File: src/rtl/fns_pkg.sv
package fns_pkg;
	localparam int FRAME_BITS = 16;
	localparam int ADDR_BITS  = 4;
	localparam int DATA_BITS  = 12;
	localparam int CNT_BITS   = 5;
	localparam logic [CNT_BITS-1:0] FRAME_LEN = 5'h10;

	localparam logic [ADDR_BITS-1:0] ADDR_DIVIDER  = 4'h0;
	localparam logic [ADDR_BITS-1:0] ADDR_DVD_MSB  = 4'h1;
	localparam logic [ADDR_BITS-1:0] ADDR_DVD_LSB  = 4'h2;
	localparam logic [ADDR_BITS-1:0] ADDR_MOD_DATA = 4'h3;
	localparam logic [ADDR_BITS-1:0] ADDR_REF_DIV  = 4'h4;
	localparam logic [ADDR_BITS-1:0] ADDR_MODE     = 4'h5;
	localparam logic [ADDR_BITS-1:0] ADDR_CP_GAIN  = 4'h6;

	localparam int NREG_BITS = 9;
	localparam int MSB_BITS  = 10;
	localparam int LSB_BITS  = 8;
	localparam int ACC_BITS  = 18;
	localparam int REF_BITS  = 5;
	localparam int GAIN_BITS = 3;
	localparam int VCNT_BITS = 10;
	localparam int CARRY18   = 18;
	localparam int CARRY10   = 10;

	localparam logic [VCNT_BITS-1:0] N_OFFSET   = 10'h020;
	localparam logic [NREG_BITS-1:0] NREG_F_MIN = 9'h006;
	localparam logic [NREG_BITS-1:0] NREG_F_MAX = 9'h1f9;
	localparam logic [ACC_BITS-1:0]  MASK18     = 18'h3ffff;
	localparam logic [ACC_BITS-1:0]  MASK10     = 18'h003ff;

	localparam logic [2:0] MUX_XTAL   = 3'h0;
	localparam logic [2:0] MUX_REF    = 3'h1;
	localparam logic [2:0] MUX_VCO    = 3'h2;
	localparam logic [2:0] MUX_SERIAL = 3'h3;
	localparam logic [2:0] MUX_TEST   = 3'h4;

	typedef struct packed {
		logic [ADDR_BITS-1:0] addr;
		logic [DATA_BITS-1:0] data;
	} fns_frame_t;

	// mode register layout, low byte of its data field
	typedef struct packed {
		logic [DATA_BITS-9:0] spare;
		logic                 pd_all;
		logic                 pd_ref;
		logic                 frac_mode;
		logic                 res18;
		logic                 mux_tri;
		logic [2:0]           mux_sel;
	} fns_mode_t;

	localparam fns_mode_t MODE_RESET = '0;

	typedef enum logic [1:0] {
		RX_IDLE  = 2'b00,
		RX_SHIFT = 2'b01,
		RX_FULL  = 2'b11
	} fns_rx_state_t;
endpackage

File: src/rtl/fns_serial_rx.sv
module fns_serial_rx (
	input  wire logic        mclk_i,      // system clock
	input  wire logic        resetn_i,    // async reset, active low
	input  wire logic        sclk_rise_i, // synchronised serial clock rising edge
	input  wire logic        cs_low_i,    // synchronised select, high while selected
	input  wire logic        cs_rise_i,   // select just returned high
	input  wire logic        data_i,      // synchronised serial data
	output logic             valid_o,     // one-cycle frame strobe
	output fns_pkg::fns_frame_t frame_o,  // last 16 bits shifted
	output logic             bit_o        // most recently sampled bit
);
	fns_pkg::fns_rx_state_t      state_reg, state_next;
	logic [fns_pkg::FRAME_BITS-1:0] sr_reg;
	logic [fns_pkg::CNT_BITS-1:0]   cnt_reg;
	logic                        take;
	logic [fns_pkg::CNT_BITS-1:0]   cnt_next;

	assign take     = cs_low_i & sclk_rise_i;
	assign cnt_next = (cnt_reg == fns_pkg::FRAME_LEN) ? cnt_reg : cnt_reg + 5'h01;

	always_comb begin
		case (state_reg)
			fns_pkg::RX_IDLE:  state_next = cs_low_i ? fns_pkg::RX_SHIFT : fns_pkg::RX_IDLE;
			fns_pkg::RX_SHIFT: state_next = !cs_low_i ? fns_pkg::RX_IDLE :
				(take && cnt_next == fns_pkg::FRAME_LEN) ? fns_pkg::RX_FULL : fns_pkg::RX_SHIFT;
			fns_pkg::RX_FULL:  state_next = cs_low_i ? fns_pkg::RX_FULL : fns_pkg::RX_IDLE;
			default:           state_next = fns_pkg::RX_IDLE;
		endcase
	end

	always_ff @(posedge mclk_i or negedge resetn_i) begin
		if (!resetn_i) begin
			state_reg <= fns_pkg::RX_IDLE;
			sr_reg    <= '0;
			cnt_reg   <= '0;
			valid_o   <= 1'b0;
			frame_o   <= '0;
			bit_o     <= 1'b0;
		end else begin
			state_reg <= state_next;
			if (!cs_low_i) begin
				cnt_reg <= '0;
			end else if (take) begin
				sr_reg  <= {sr_reg[fns_pkg::FRAME_BITS-2:0], data_i};
				cnt_reg <= cnt_next;
				bit_o   <= data_i;
			end
			// short frames never raise valid
			valid_o <= cs_rise_i && state_reg == fns_pkg::RX_FULL;
			if (cs_rise_i && state_reg == fns_pkg::RX_FULL) begin
				frame_o <= sr_reg;
			end
		end
	end
endmodule

File: src/rtl/fns_synth_ctrl.sv
module fns_synth_ctrl (
	input  wire logic                          mclk_i,             // 50 MHz system clock
	input  wire logic                          resetn_i,           // async reset, active low
	input  wire logic                          sclk_i,             // serial clock pin
	input  wire logic                          sdata_i,            // serial data pin
	input  wire logic                          cs_n_i,             // chip select pin, active low
	input  wire logic                          mod_sdata_i,        // modulation serial input
	input  wire logic                          xtal_i,             // crystal oscillator level
	input  wire logic                          vco_i,              // prescaled vco level
	input  wire logic                          pd_locked_i,        // phase detector lock status
	output logic                               lock_indicator_o,   // low while out of lock
	output logic                               ref_div_o,          // divided reference pulse
	output logic                               vco_div_o,          // divided vco pulse
	output logic [fns_pkg::GAIN_BITS-1:0]      cp_gain_o,          // charge pump gain code
	output logic                               pd_all_o,           // full power-down
	output logic                               pd_ref_o,           // reference path power-down
	output logic                               mux_out_o,          // observation mux output
	output logic                               mux_out_oe_o        // mux output enable
);
	localparam int NSYNC = 7;

	logic [NSYNC-1:0] sync1_reg;
	logic [NSYNC-1:0] sync2_reg;
	logic [NSYNC-1:0] prev_reg;
	logic             s_sclk, s_data, s_cs_n, s_mod, s_xtal, s_vco, s_lock;
	logic             sclk_rise, sclk_fall, cs_low, cs_rise, xtal_rise, vco_rise;

	always_ff @(posedge mclk_i or negedge resetn_i) begin
		if (!resetn_i) begin
			sync1_reg <= 7'h01;
			sync2_reg <= 7'h01;
			prev_reg  <= 7'h01;
		end else begin
			sync1_reg <= {pd_locked_i, vco_i, xtal_i, mod_sdata_i, sdata_i, sclk_i, cs_n_i};
			sync2_reg <= sync1_reg;
			prev_reg  <= sync2_reg;
		end
	end

	assign {s_lock, s_vco, s_xtal, s_mod, s_data, s_sclk, s_cs_n} = sync2_reg;
	assign sclk_rise = s_sclk & ~prev_reg[1];
	assign sclk_fall = ~s_sclk & prev_reg[1];
	assign cs_low    = ~s_cs_n;
	assign cs_rise   = s_cs_n & ~prev_reg[0];
	assign xtal_rise = s_xtal & ~prev_reg[4];
	assign vco_rise  = s_vco & ~prev_reg[5];

	// both receivers share the serial clock and select
	logic                main_valid, mod_valid, main_bit;
	fns_pkg::fns_frame_t main_frame, mod_frame;

	fns_serial_rx u_main_rx (
		.mclk_i      (mclk_i),
		.resetn_i    (resetn_i),
		.sclk_rise_i (sclk_rise),
		.cs_low_i    (cs_low),
		.cs_rise_i   (cs_rise),
		.data_i      (s_data),
		.valid_o     (main_valid),
		.frame_o     (main_frame),
		.bit_o       (main_bit)
	);

	fns_serial_rx u_mod_rx (
		.mclk_i      (mclk_i),
		.resetn_i    (resetn_i),
		.sclk_rise_i (sclk_rise),
		.cs_low_i    (cs_low),
		.cs_rise_i   (cs_rise),
		.data_i      (s_mod),
		.valid_o     (mod_valid),
		.frame_o     (mod_frame),
		.bit_o       ()
	);

	// register file
	logic [fns_pkg::NREG_BITS-1:0] nreg_reg, nreg_act_reg;
	logic [fns_pkg::MSB_BITS-1:0]  msb_reg;
	logic [fns_pkg::LSB_BITS-1:0]  lsb_reg, lsb_act_reg;
	logic [fns_pkg::ACC_BITS-1:0]  dvd_act_reg;
	logic [fns_pkg::DATA_BITS-1:0] mod_reg;
	logic [fns_pkg::REF_BITS-1:0]  ref_ratio_reg;
	fns_pkg::fns_mode_t            mode_reg;
	logic [fns_pkg::GAIN_BITS-1:0] gain_reg;

	logic [fns_pkg::DATA_BITS-1:0] wdata;
	logic wr_div, wr_msb, wr_lsb, wr_mod, wr_ref, wr_mode, wr_gain, mod_wr;

	assign wdata   = main_frame.data;
	assign wr_div  = main_valid && main_frame.addr == fns_pkg::ADDR_DIVIDER;
	assign wr_msb  = main_valid && main_frame.addr == fns_pkg::ADDR_DVD_MSB;
	assign wr_lsb  = main_valid && main_frame.addr == fns_pkg::ADDR_DVD_LSB;
	assign wr_mod  = main_valid && main_frame.addr == fns_pkg::ADDR_MOD_DATA;
	assign wr_ref  = main_valid && main_frame.addr == fns_pkg::ADDR_REF_DIV;
	assign wr_mode = main_valid && main_frame.addr == fns_pkg::ADDR_MODE;
	assign wr_gain = main_valid && main_frame.addr == fns_pkg::ADDR_CP_GAIN;
	// the modulation stream may only reach the modulation data register
	assign mod_wr  = mod_valid && mod_frame.addr == fns_pkg::ADDR_MOD_DATA;

	// new dividend: the msb write over the staged lsb in 18-bit mode, the msb write alone in 10-bit mode
	logic [fns_pkg::ACC_BITS-1:0] dvd_new;
	assign dvd_new = mode_reg.res18 ?
		{wdata[fns_pkg::MSB_BITS-1:0], lsb_reg} :
		{8'h00, wdata[fns_pkg::MSB_BITS-1:0]};

	always_ff @(posedge mclk_i or negedge resetn_i) begin
		if (!resetn_i) begin
			nreg_reg      <= '0;
			nreg_act_reg  <= '0;
			msb_reg       <= '0;
			lsb_reg       <= '0;
			lsb_act_reg   <= '0;
			dvd_act_reg   <= '0;
			mod_reg       <= '0;
			ref_ratio_reg <= '0;
			mode_reg      <= fns_pkg::MODE_RESET;
			gain_reg      <= '0;
		end else begin
			if (wr_div) begin
				nreg_reg <= wdata[fns_pkg::NREG_BITS-1:0];
			end
			// integer mode: divider applies at once; fractional waits for msb
			if (wr_div && !mode_reg.frac_mode) begin
				nreg_act_reg <= wdata[fns_pkg::NREG_BITS-1:0];
			end else if (wr_msb) begin
				nreg_act_reg <= nreg_reg;
			end
			if (wr_lsb) begin
				lsb_reg <= wdata[fns_pkg::LSB_BITS-1:0];
			end
			if (wr_msb) begin
				msb_reg     <= wdata[fns_pkg::MSB_BITS-1:0];
				lsb_act_reg <= lsb_reg;
				dvd_act_reg <= dvd_new;
			end
			if (wr_mod) begin
				mod_reg <= wdata;
			end else if (mod_wr) begin
				mod_reg <= mod_frame.data;
			end
			if (wr_ref) begin
				ref_ratio_reg <= wdata[fns_pkg::REF_BITS-1:0];
			end
			if (wr_mode) begin
				mode_reg <= fns_pkg::fns_mode_t'(wdata);
			end
			if (wr_gain) begin
				gain_reg <= wdata[fns_pkg::GAIN_BITS-1:0];
			end
		end
	end

	// reference divider: ratio code k divides by k+1
	logic [fns_pkg::REF_BITS-1:0] ref_cnt_reg;
	logic                         ref_run, ref_tick;

	assign ref_run  = !mode_reg.pd_all && !mode_reg.pd_ref && xtal_rise;
	assign ref_tick = ref_run && ref_cnt_reg >= ref_ratio_reg;

	always_ff @(posedge mclk_i or negedge resetn_i) begin
		if (!resetn_i) begin
			ref_cnt_reg <= '0;
		end else if (ref_tick) begin
			ref_cnt_reg <= '0;
		end else if (ref_run) begin
			ref_cnt_reg <= ref_cnt_reg + 5'h01;
		end
	end

	// vco divider with first-order modulator; the carry stretches one cycle
	logic [fns_pkg::NREG_BITS-1:0] nreg_eff;
	logic [fns_pkg::ACC_BITS-1:0]  acc_reg, frac_word, acc_mask;
	logic [fns_pkg::ACC_BITS:0]    acc_sum;
	logic                          carry, carry_reg;
	logic [fns_pkg::VCNT_BITS-1:0] vcnt_reg, n_eff;
	logic                          vco_run, vco_tick;

	// clamp keeps the fractional ratio inside 38..537
	assign nreg_eff = !mode_reg.frac_mode ? nreg_act_reg :
		(nreg_act_reg < fns_pkg::NREG_F_MIN) ? fns_pkg::NREG_F_MIN :
		(nreg_act_reg > fns_pkg::NREG_F_MAX) ? fns_pkg::NREG_F_MAX : nreg_act_reg;
	assign acc_mask  = mode_reg.res18 ? fns_pkg::MASK18 : fns_pkg::MASK10;
	assign frac_word = (dvd_act_reg + {6'h00, mod_reg}) & acc_mask;
	assign acc_sum   = {1'b0, acc_reg} + {1'b0, frac_word};
	assign carry     = mode_reg.frac_mode &&
		(mode_reg.res18 ? acc_sum[fns_pkg::CARRY18] : acc_sum[fns_pkg::CARRY10]);
	assign n_eff     = fns_pkg::N_OFFSET + {1'b0, nreg_eff} + {9'h000, carry_reg};
	assign vco_run   = !mode_reg.pd_all && vco_rise;
	assign vco_tick  = vco_run && vcnt_reg >= n_eff - 10'h001;

	always_ff @(posedge mclk_i or negedge resetn_i) begin
		if (!resetn_i) begin
			vcnt_reg  <= '0;
			acc_reg   <= '0;
			carry_reg <= 1'b0;
		end else begin
			if (vco_tick) begin
				vcnt_reg  <= '0;
				acc_reg   <= mode_reg.frac_mode ? (acc_sum[fns_pkg::ACC_BITS-1:0] & acc_mask) : '0;
				carry_reg <= carry;
			end else if (vco_run) begin
				vcnt_reg <= vcnt_reg + 10'h001;
			end
		end
	end

	// observation mux; echo bit changes on falling serial clock only
	logic echo_reg, mux_sel_bit;

	always_comb begin
		case (mode_reg.mux_sel)
			fns_pkg::MUX_XTAL:   mux_sel_bit = s_xtal;
			fns_pkg::MUX_REF:    mux_sel_bit = ref_div_o;
			fns_pkg::MUX_VCO:    mux_sel_bit = vco_div_o;
			fns_pkg::MUX_SERIAL: mux_sel_bit = echo_reg;
			fns_pkg::MUX_TEST:   mux_sel_bit = s_lock;
			default:             mux_sel_bit = 1'b0;
		endcase
	end

	always_ff @(posedge mclk_i or negedge resetn_i) begin
		if (!resetn_i) begin
			echo_reg         <= 1'b0;
			lock_indicator_o <= 1'b0;
			ref_div_o        <= 1'b0;
			vco_div_o        <= 1'b0;
			cp_gain_o        <= '0;
			pd_all_o         <= 1'b0;
			pd_ref_o         <= 1'b0;
			mux_out_o        <= 1'b0;
			mux_out_oe_o     <= 1'b0;
		end else begin
			if (sclk_fall && cs_low) begin
				echo_reg <= main_bit;
			end
			lock_indicator_o <= s_lock;
			ref_div_o        <= ref_tick;
			vco_div_o        <= vco_tick;
			cp_gain_o        <= gain_reg;
			pd_all_o         <= mode_reg.pd_all;
			pd_ref_o         <= mode_reg.pd_ref;
			mux_out_o        <= mode_reg.mux_tri ? 1'b0 : mux_sel_bit;
			mux_out_oe_o     <= !mode_reg.mux_tri;
		end
	end
endmodule

File: config.mk
export PLATFORM = sky130hd
export DESIGN_NAME = fns_synth_ctrl
export DESIGN_NICKNAME = d
export VERILOG_FILES = /design/src/rtl/fns_pkg.sv /design/src/rtl/fns_serial_rx.sv /design/src/rtl/fns_synth_ctrl.sv
export SDC_FILE = /design/constraint.sdc
export NUM_CORES = 1
export LEC_CHECK = 0
export ABC_AREA = 1
export ABC_CLOCK_PERIOD_IN_PS = 3500
export BUFFER_PORTS_ARGS = -buffer_cell sky130_fd_sc_hd__buf_2
export CORE_UTILIZATION = 45
export DETAILED_ROUTE_END_ITERATION = 12
export RECOVER_POWER = 50
export SYNTH_ARGS = -nofsm -noshare
export SYNTH_HDL_FRONTEND = slang
export SYNTH_SLANG_ARGS = --single-unit
File: constraint.sdc
create_clock -name mclk_i -period 3.5 [get_ports mclk_i]
set_input_delay 0.175 -clock mclk_i [delete_from_list [all_inputs] [get_ports mclk_i]]
set_output_delay 0.175 -clock mclk_i [all_outputs]
set_load 0.005 [all_outputs]
Yosys cells after proc, flatten, opt, wreduce, memory -nomap -nowiden
Cells that the tools add are included.

Bits of input ports: 9. Output and inout port bits: 10. Register bits: 218. Logic and storage cells: 153.

Bitwise logic cells: 14. Eq/ne operators: 19. Reduce and logical (&&, ||, !) cells: 34. $lt $le $gt $ge: 4. $add $sub $neg: 9. Multiplexer cells: 31.

Operators by type and width (number): 18-bit 2-to-1 mux (3); 9-bit 2-to-1 mux (5); 5-bit 2-to-1 mux (8); 18-bit bitwise AND (2); 12-bit 2-to-1 mux (2); 5-bit == test, second input constant (4); 1-bit logical AND (20); 10-bit 2-to-1 mux (2); 18-bit by 18-bit adder with 19-bit output (1); 18-bit by 12-bit adder with 18-bit output (1); 5-bit by 1-bit adder with 5-bit output, second input constant (3); 4-bit by 2-bit == test with 1-bit output, second input constant (3); 4-bit by 3-bit == test with 1-bit output, second input constant (3); 2-bit one-hot mux with 3 select lines (2); 10-bit by 1-bit adder with 10-bit output (1); 10-bit by 1-bit adder with 10-bit output, second input constant (1); 6-bit by 9-bit adder with 10-bit output, first input constant (1); 10-bit greater-or-equal comparator (1); 2-bit 2-to-1 mux (5); 2-bit nonzero test (5); 10-bit by 1-bit subtractor with 10-bit output, second input constant (1); 9-bit greater-than comparator, second input constant (1); 9-bit by 3-bit less-than comparator with 1-bit output, second input constant (1); 1-bit bitwise AND (6); 15 further kinds (29).

Longest topological paths before layout
Depth after elaboration: 10. Gate-level depth with buffers: 24. Depth with buffers taken out: 22.

By module
Synthesis repeated with hierarchy kept, for this count alone.

Cell total of the unflattened synthesis: 1347. Area, all modules: 10938.0 sq um.

By module, submodules not included: fns_synth_ctrl (cells each 998, instances 1, area each 7723.7 sq um); fns_serial_rx at u_mod_rx (cells each 176, instances 1, area each 1610.3 sq um); fns_serial_rx at u_main_rx (cells each 173, instances 1, area each 1604.0 sq um).

Least setup slack after synthesis
OpenSTA, ideal clock, no wires.

Kind: register -> register. Start point: register nreg_act_reg[5] in the netlist's numbering. End point: register acc_reg[12] in the netlist's numbering. Period minus slack after synthesis: 2.774 ns. Stages on the path, launching flop included: 23. Arrival: 2.657 ns. Path slack: 0.726 ns. Path buffers: 1. Library setup time: 0.117 ns. Data required time: 3.383 ns. Path through: dfrtp_1 > inv_2 > nand4_1 > nor2_1 > nand2_1 > nand2_1 > ha_1 > ha_1 > nand2_2 > nand2_2 > nand2_1 > nand2_1 > nand2_1 > ha_1 > nand2_1 > inv_1 > a21oi_1 > nand4_1 > nand2_2 > inv_2 > buf_4 > nand3_1 > nand2_1.

Longest elaborated chain between the ends: 9. Elaborated cells on any way between the ends: 10. Those cells by class: add/sub (3); order compare (3); mux (3); reduce/logical (1).

RTL lines: start, declared (line fns_synth_ctrl.sv:77) `logic [fns_pkg::NREG_BITS-1:0] nreg_reg, nreg_act_reg;`; start signal, assigned (line fns_synth_ctrl.sv:124) `nreg_act_reg <= wdata[fns_pkg::NREG_BITS-1:0];`; start signal, assigned (line fns_synth_ctrl.sv:126) `nreg_act_reg <= nreg_reg;`; 9-bit greater-than comparator (line fns_synth_ctrl.sv:181) `(nreg_act_reg > fns_pkg::NREG_F_MAX) ? fns_pkg::NREG_F_MAX : nreg_act_reg;`; 9-bit 2-to-1 mux (line fns_synth_ctrl.sv:181); 9-bit 2-to-1 mux (line fns_synth_ctrl.sv:180) `(nreg_act_reg < fns_pkg::NREG_F_MIN) ? fns_pkg::NREG_F_MIN :`; 9-bit 2-to-1 mux (*) (line fns_synth_ctrl.sv:179) `assign nreg_eff = !mode_reg.frac_mode ? nreg_act_reg :`; 6-bit by 9-bit adder with 10-bit output (*) (line fns_synth_ctrl.sv:187) `assign n_eff = fns_pkg::N_OFFSET + {1'b0, nreg_eff} + {9'h000, carry_reg};`; 10-bit by 1-bit adder with 10-bit output (*) (line fns_synth_ctrl.sv:187); 10-bit by 1-bit subtractor with 10-bit output (*) (line fns_synth_ctrl.sv:189) `assign vco_tick = vco_run && vcnt_reg >= n_eff - 10'h001;`; 10-bit greater-or-equal comparator (*) (line fns_synth_ctrl.sv:189); 1-bit logical AND (*) (line fns_synth_ctrl.sv:189); net vco_tick (line fns_synth_ctrl.sv:176) `logic vco_run, vco_tick;`; end signal, assigned (line fns_synth_ctrl.sv:199) `acc_reg <= mode_reg.frac_mode ? (acc_sum[fns_pkg::ACC_BITS-1:0] & acc_mask) : '0;`; end, declared (line fns_synth_ctrl.sv:172) `logic [fns_pkg::ACC_BITS-1:0] acc_reg, frac_word, acc_mask;`.

Mark *: on every way through the listed nets, which the timed path passes. The rest lies on a longest branch. A chain may end at the register's enable or synchronous reset.

Worst setup path in the final report
Start point: register mod_reg[0] in the netlist's numbering. End point: register carry_reg.

Longest elaborated chain between the ends: 5.

RTL lines: start, declared (line fns_synth_ctrl.sv:81) `logic [fns_pkg::DATA_BITS-1:0] mod_reg;`; start signal, assigned (line fns_synth_ctrl.sv:137) `mod_reg <= wdata;`; start signal, assigned (line fns_synth_ctrl.sv:139) `mod_reg <= mod_frame.data;`; 18-bit by 12-bit adder with 18-bit output (line fns_synth_ctrl.sv:183) `assign frac_word = (dvd_act_reg + {6'h00, mod_reg}) & acc_mask;`; 18-bit bitwise AND (line fns_synth_ctrl.sv:183); 18-bit by 18-bit adder with 19-bit output (line fns_synth_ctrl.sv:184) `assign acc_sum = {1'b0, acc_reg} + {1'b0, frac_word};`; 1-bit 2-to-1 mux (line fns_synth_ctrl.sv:186) `(mode_reg.res18 ? acc_sum[fns_pkg::CARRY18] : acc_sum[fns_pkg::CARRY10]);`; 1-bit logical AND (line fns_synth_ctrl.sv:185) `assign carry = mode_reg.frac_mode &&`; end signal, assigned (line fns_synth_ctrl.sv:200) `carry_reg <= carry;`; end, declared (line fns_synth_ctrl.sv:174) `logic carry, carry_reg;`.

No other way between the ends.

==> flow_summary.toml <==
[synthesis]
ys_ff_latch = 215
post_synth_num_cell_types = 51
synth.cell_area_um2 = 11000
syn-num-nets = 1395
ys_top_cells_by_area = "dfrtp_1 (48%), nand2_1 (12%), ha_1 (6.0%), inv_1 (5.2%), o21ai_0 (5.0%)"
ys_seq_area_frac = 0.489
yosys.area.top_type = "dfrtp_1"
yosysWarnings = 0
synth_edf_count = 0
syn-instance-count = 1331
synth_area_per_cell_um2 = 8.28
async_flop_share = 1.00
synth_top_area_share = 0.481
synthFlopType = "dfrtp_1"

[sta]
timing.final.max_slew_violations = 86
finalHoldViolations = 0
fin_skew_ns = 0.0158
timing.hold.ws_ns = 0.282
rsz0062_at_grt = "false"
tightestPinTransition_ns = 2.20
min_period_ns = 3.09
setup-violations-final = 0
postLayoutSetupSlackWorst_ns = 0.412
tns_ns = 0
maxSlewHeadroom = -0.465
clock.fmax_mhz = 324
post-route-period-util = 0.882

[cells_and_area]
area_delta_synth_final_pct = 12.4
drive_above_1_share = 0.0744
diodes = 0
final_cells = 1690
nNetsFinal = 1418
post-route-util = 0.522
final_area_um2 = 12400
fillers = 2178

[pwr]
pwr-share-clk = 0.499
p_sw_mw = 1.29
p_per_area_nw_per_um2 = 465
max-vdd-ir-drop_mv = 0.423
p_seq_frac = 0.457
comb_power_share = 0.044
cell_internal_pwr_mw = 4.48
netSwitchingFraction = 0.223
leakage_nw = 6.08
p_total_mw = 5.76

[clock_tree]
clock-sinks = 215
cts.clk_slew.worst_paths_ns = 0.06
cts_tree = "built"
post-cts-setup-buffer-count = 0
clock_path_buffers = 3
cts.htree.levels = 1
cts-buffers-inserted = 25
root_buffer = "clkbuf_16"
clk_latency_ns = 0.54

[floorplan]
die_y_um = 158
start_util = 0.464
num_rows = 56
fp.dieW_um = 158
die_area_um2 = 25100
coreArea_um2 = 23800
boundaryPins = 19

[setup_path]
worstSetupStartpoint = "mod_reg[0]$_DFFE_PN0P_"
start_kind = "flip-flop"
cpMostUsedCell = "nand2_1"
crit_arrival_ns = 3.55
crit_slowest_cell = "fa_1"
critical_path_class = "reg -> reg"
crit-reg2reg-launch = "mod_reg[0]$_DFFE_PN0P_"
cpPeakStageDelay_ns = 0.43
worstPathRequired_ns = 3.96
path_cells = "ha_1 -> inv_1 -> fa_1 -> o21ai_2 -> nand3_1 -> nand2_1 -> nand2_1 -> a21oi_1 -> nor2_1 -> ha_1 -> inv_1 -> nor3_1 -> nand2_1 -> nand3_1 -> nor2_1 -> nand2_1 -> nand4_1 -> nand2_1"
end_kind = "flip-flop"
path_max_fanout = 6

[min_path]
hold_start = "cs_n_i"
hold_path_class = "in -> reg"

[global_route]
overflow = 0
antenna_found_initial = 1
grt_usage = 0.199
grt_max_degree = 96
grt_pass1_vias = 8107
grt_pass1_wl_um = 40100

[place]
dpl.cell_count = 1638
io_buffers = 18
gp_congestion = 0.870
dp_hpwl_um = 16800
placed_area_um2 = 11400
preCtsSetupSlack_ns = 0.297

[routing]
wl_per_cell_um = 13.9
drt_iter0_markers = 579
drc = 0
antenna_left = 0
vias = 8473
drt_wl_total_um = 23500
vias_per_cell = 5.01
firstDrtPassIters = 5

[run]
cap_violations = 1

[outcome]
violations = "max-capacitance violations, max-slew violations"
outcome = "finished with violations"
worst max-delay path: cells and delay by family, from the launching register on:
kind / cells / cell delay [ns]
buffers and inverters: 2 / 0.13
DFF: 1 / 0.36
adders and majority gates: 3 / 0.99
AOI/OAI and AO/OA: 2 / 0.38
and+or+nand+nor: 11 / 1.15
synth_stat cells (2+ instances only):
master and instances:
a21oi_1 45, a31oi_1 9, buf_2 19, buf_4 2, clkbuf_1 14, dfrtp_1 212
dfstp_2 3, fa_1 2, ha_1 53, inv_1 153, inv_2 11, nand2_1 355
nand2_2 6, nand2_4 5, nand3_1 92, nand3b_1 3, nand4_1 27, nor2_1 90
nor2_2 3, nor2_4 2, nor3_1 8, nor3_2 2, nor3_4 2, o211ai_1 12
o21ai_0 110, o21ai_1 21, o221ai_1 5, o22ai_1 8, o31ai_1 8, or2_0 2
or2_1 2, or2_2 2, xnor2_1 3, xor2_1 23
layer usage:
layer  vias up  GRT usage  routed length [um]
met5         -          0                   0
met3        32     0.0248                 704
met2        95      0.328               10800
li1       4397          -                   -
met1      3949      0.282               11600
met4         0     0.0389                 398
cell families (layout without fill, tap and decap cells):
logic type | Yosys count | after routing | synth area share
AOI/OAI and AO/OA | 224 | 224 | 0.112
xor gates and xnor gates | 26 | 26 | 0.0207
adders and majority gates | 55 | 55 | 0.0638
buffers and inverters | 202 | 242 | 0.0723
DFF | 215 | 215 | 0.489
muxes | 1 | 1 | 0.00136
and+or+nand+nor | 608 | 608 | 0.241
repair_timing:
item                                    in CTS  in global routing
endpoints found under the setup margin       0                 12
resized for setup                            0                  4
hold endpoints to repair                    91                  0
hold buffers                                 8                  0
final cells by class:
type                    count  area (um2)  share of cell area
multi-input cells         914        4830               0.390
repair buffers             33         235              0.0190
well taps                 319         399              0.0322
clock buffers              28         667              0.0538
inverters                 165         622              0.0502
clock inverters            16         254              0.0205
flip-flops and latches    215        5380               0.435
layout by cell type, fill, tap and decap left out, types with 25 or more instances in the layout:
cell type	count
nand2_1	354
dfrtp_1	212
inv_1	154
o21ai_0	110
nand3_1	92
nor2_1	90
ha_1	52
a21oi_1	45
nand4_1	27
clkbuf_16	25
final timing paths:
kind / endpoint / slack (ns) / cells past startpoint
setup / recovery: carry_reg$_DFFE_PN0P_ / 0.41 / 18
hold / removal: sync1_reg[0]$_DFF_PN1_ / 0.28 / 2
setup reg to reg: carry_reg$_DFFE_PN0P_ / 0.41 / 18
hold reg to reg: sync2_reg[4]$_DFF_PN0_ / 0.35 / 0
max in group asynchronous: nreg_reg[0]$_DFFE_PN0P_ / 0.78 / 3
min in group asynchronous: acc_reg[2]$_DFFE_PN0P_ / 0.85 / 2
power groups by stage:
stage	Combinational [mW]	Sequential [mW]	Clock, mW
5_1_grt	0.303	2.65	3.04
3_5_place_dp	0.255	2.68	0
3_3_place_gp	0.250	2.68	0
4_1_cts	0.263	2.64	2.93
6_report	0.252	2.64	2.88
2_1_floorplan	0.157	2.67	0
No activity file was read; power rests on OpenSTA's default activity.
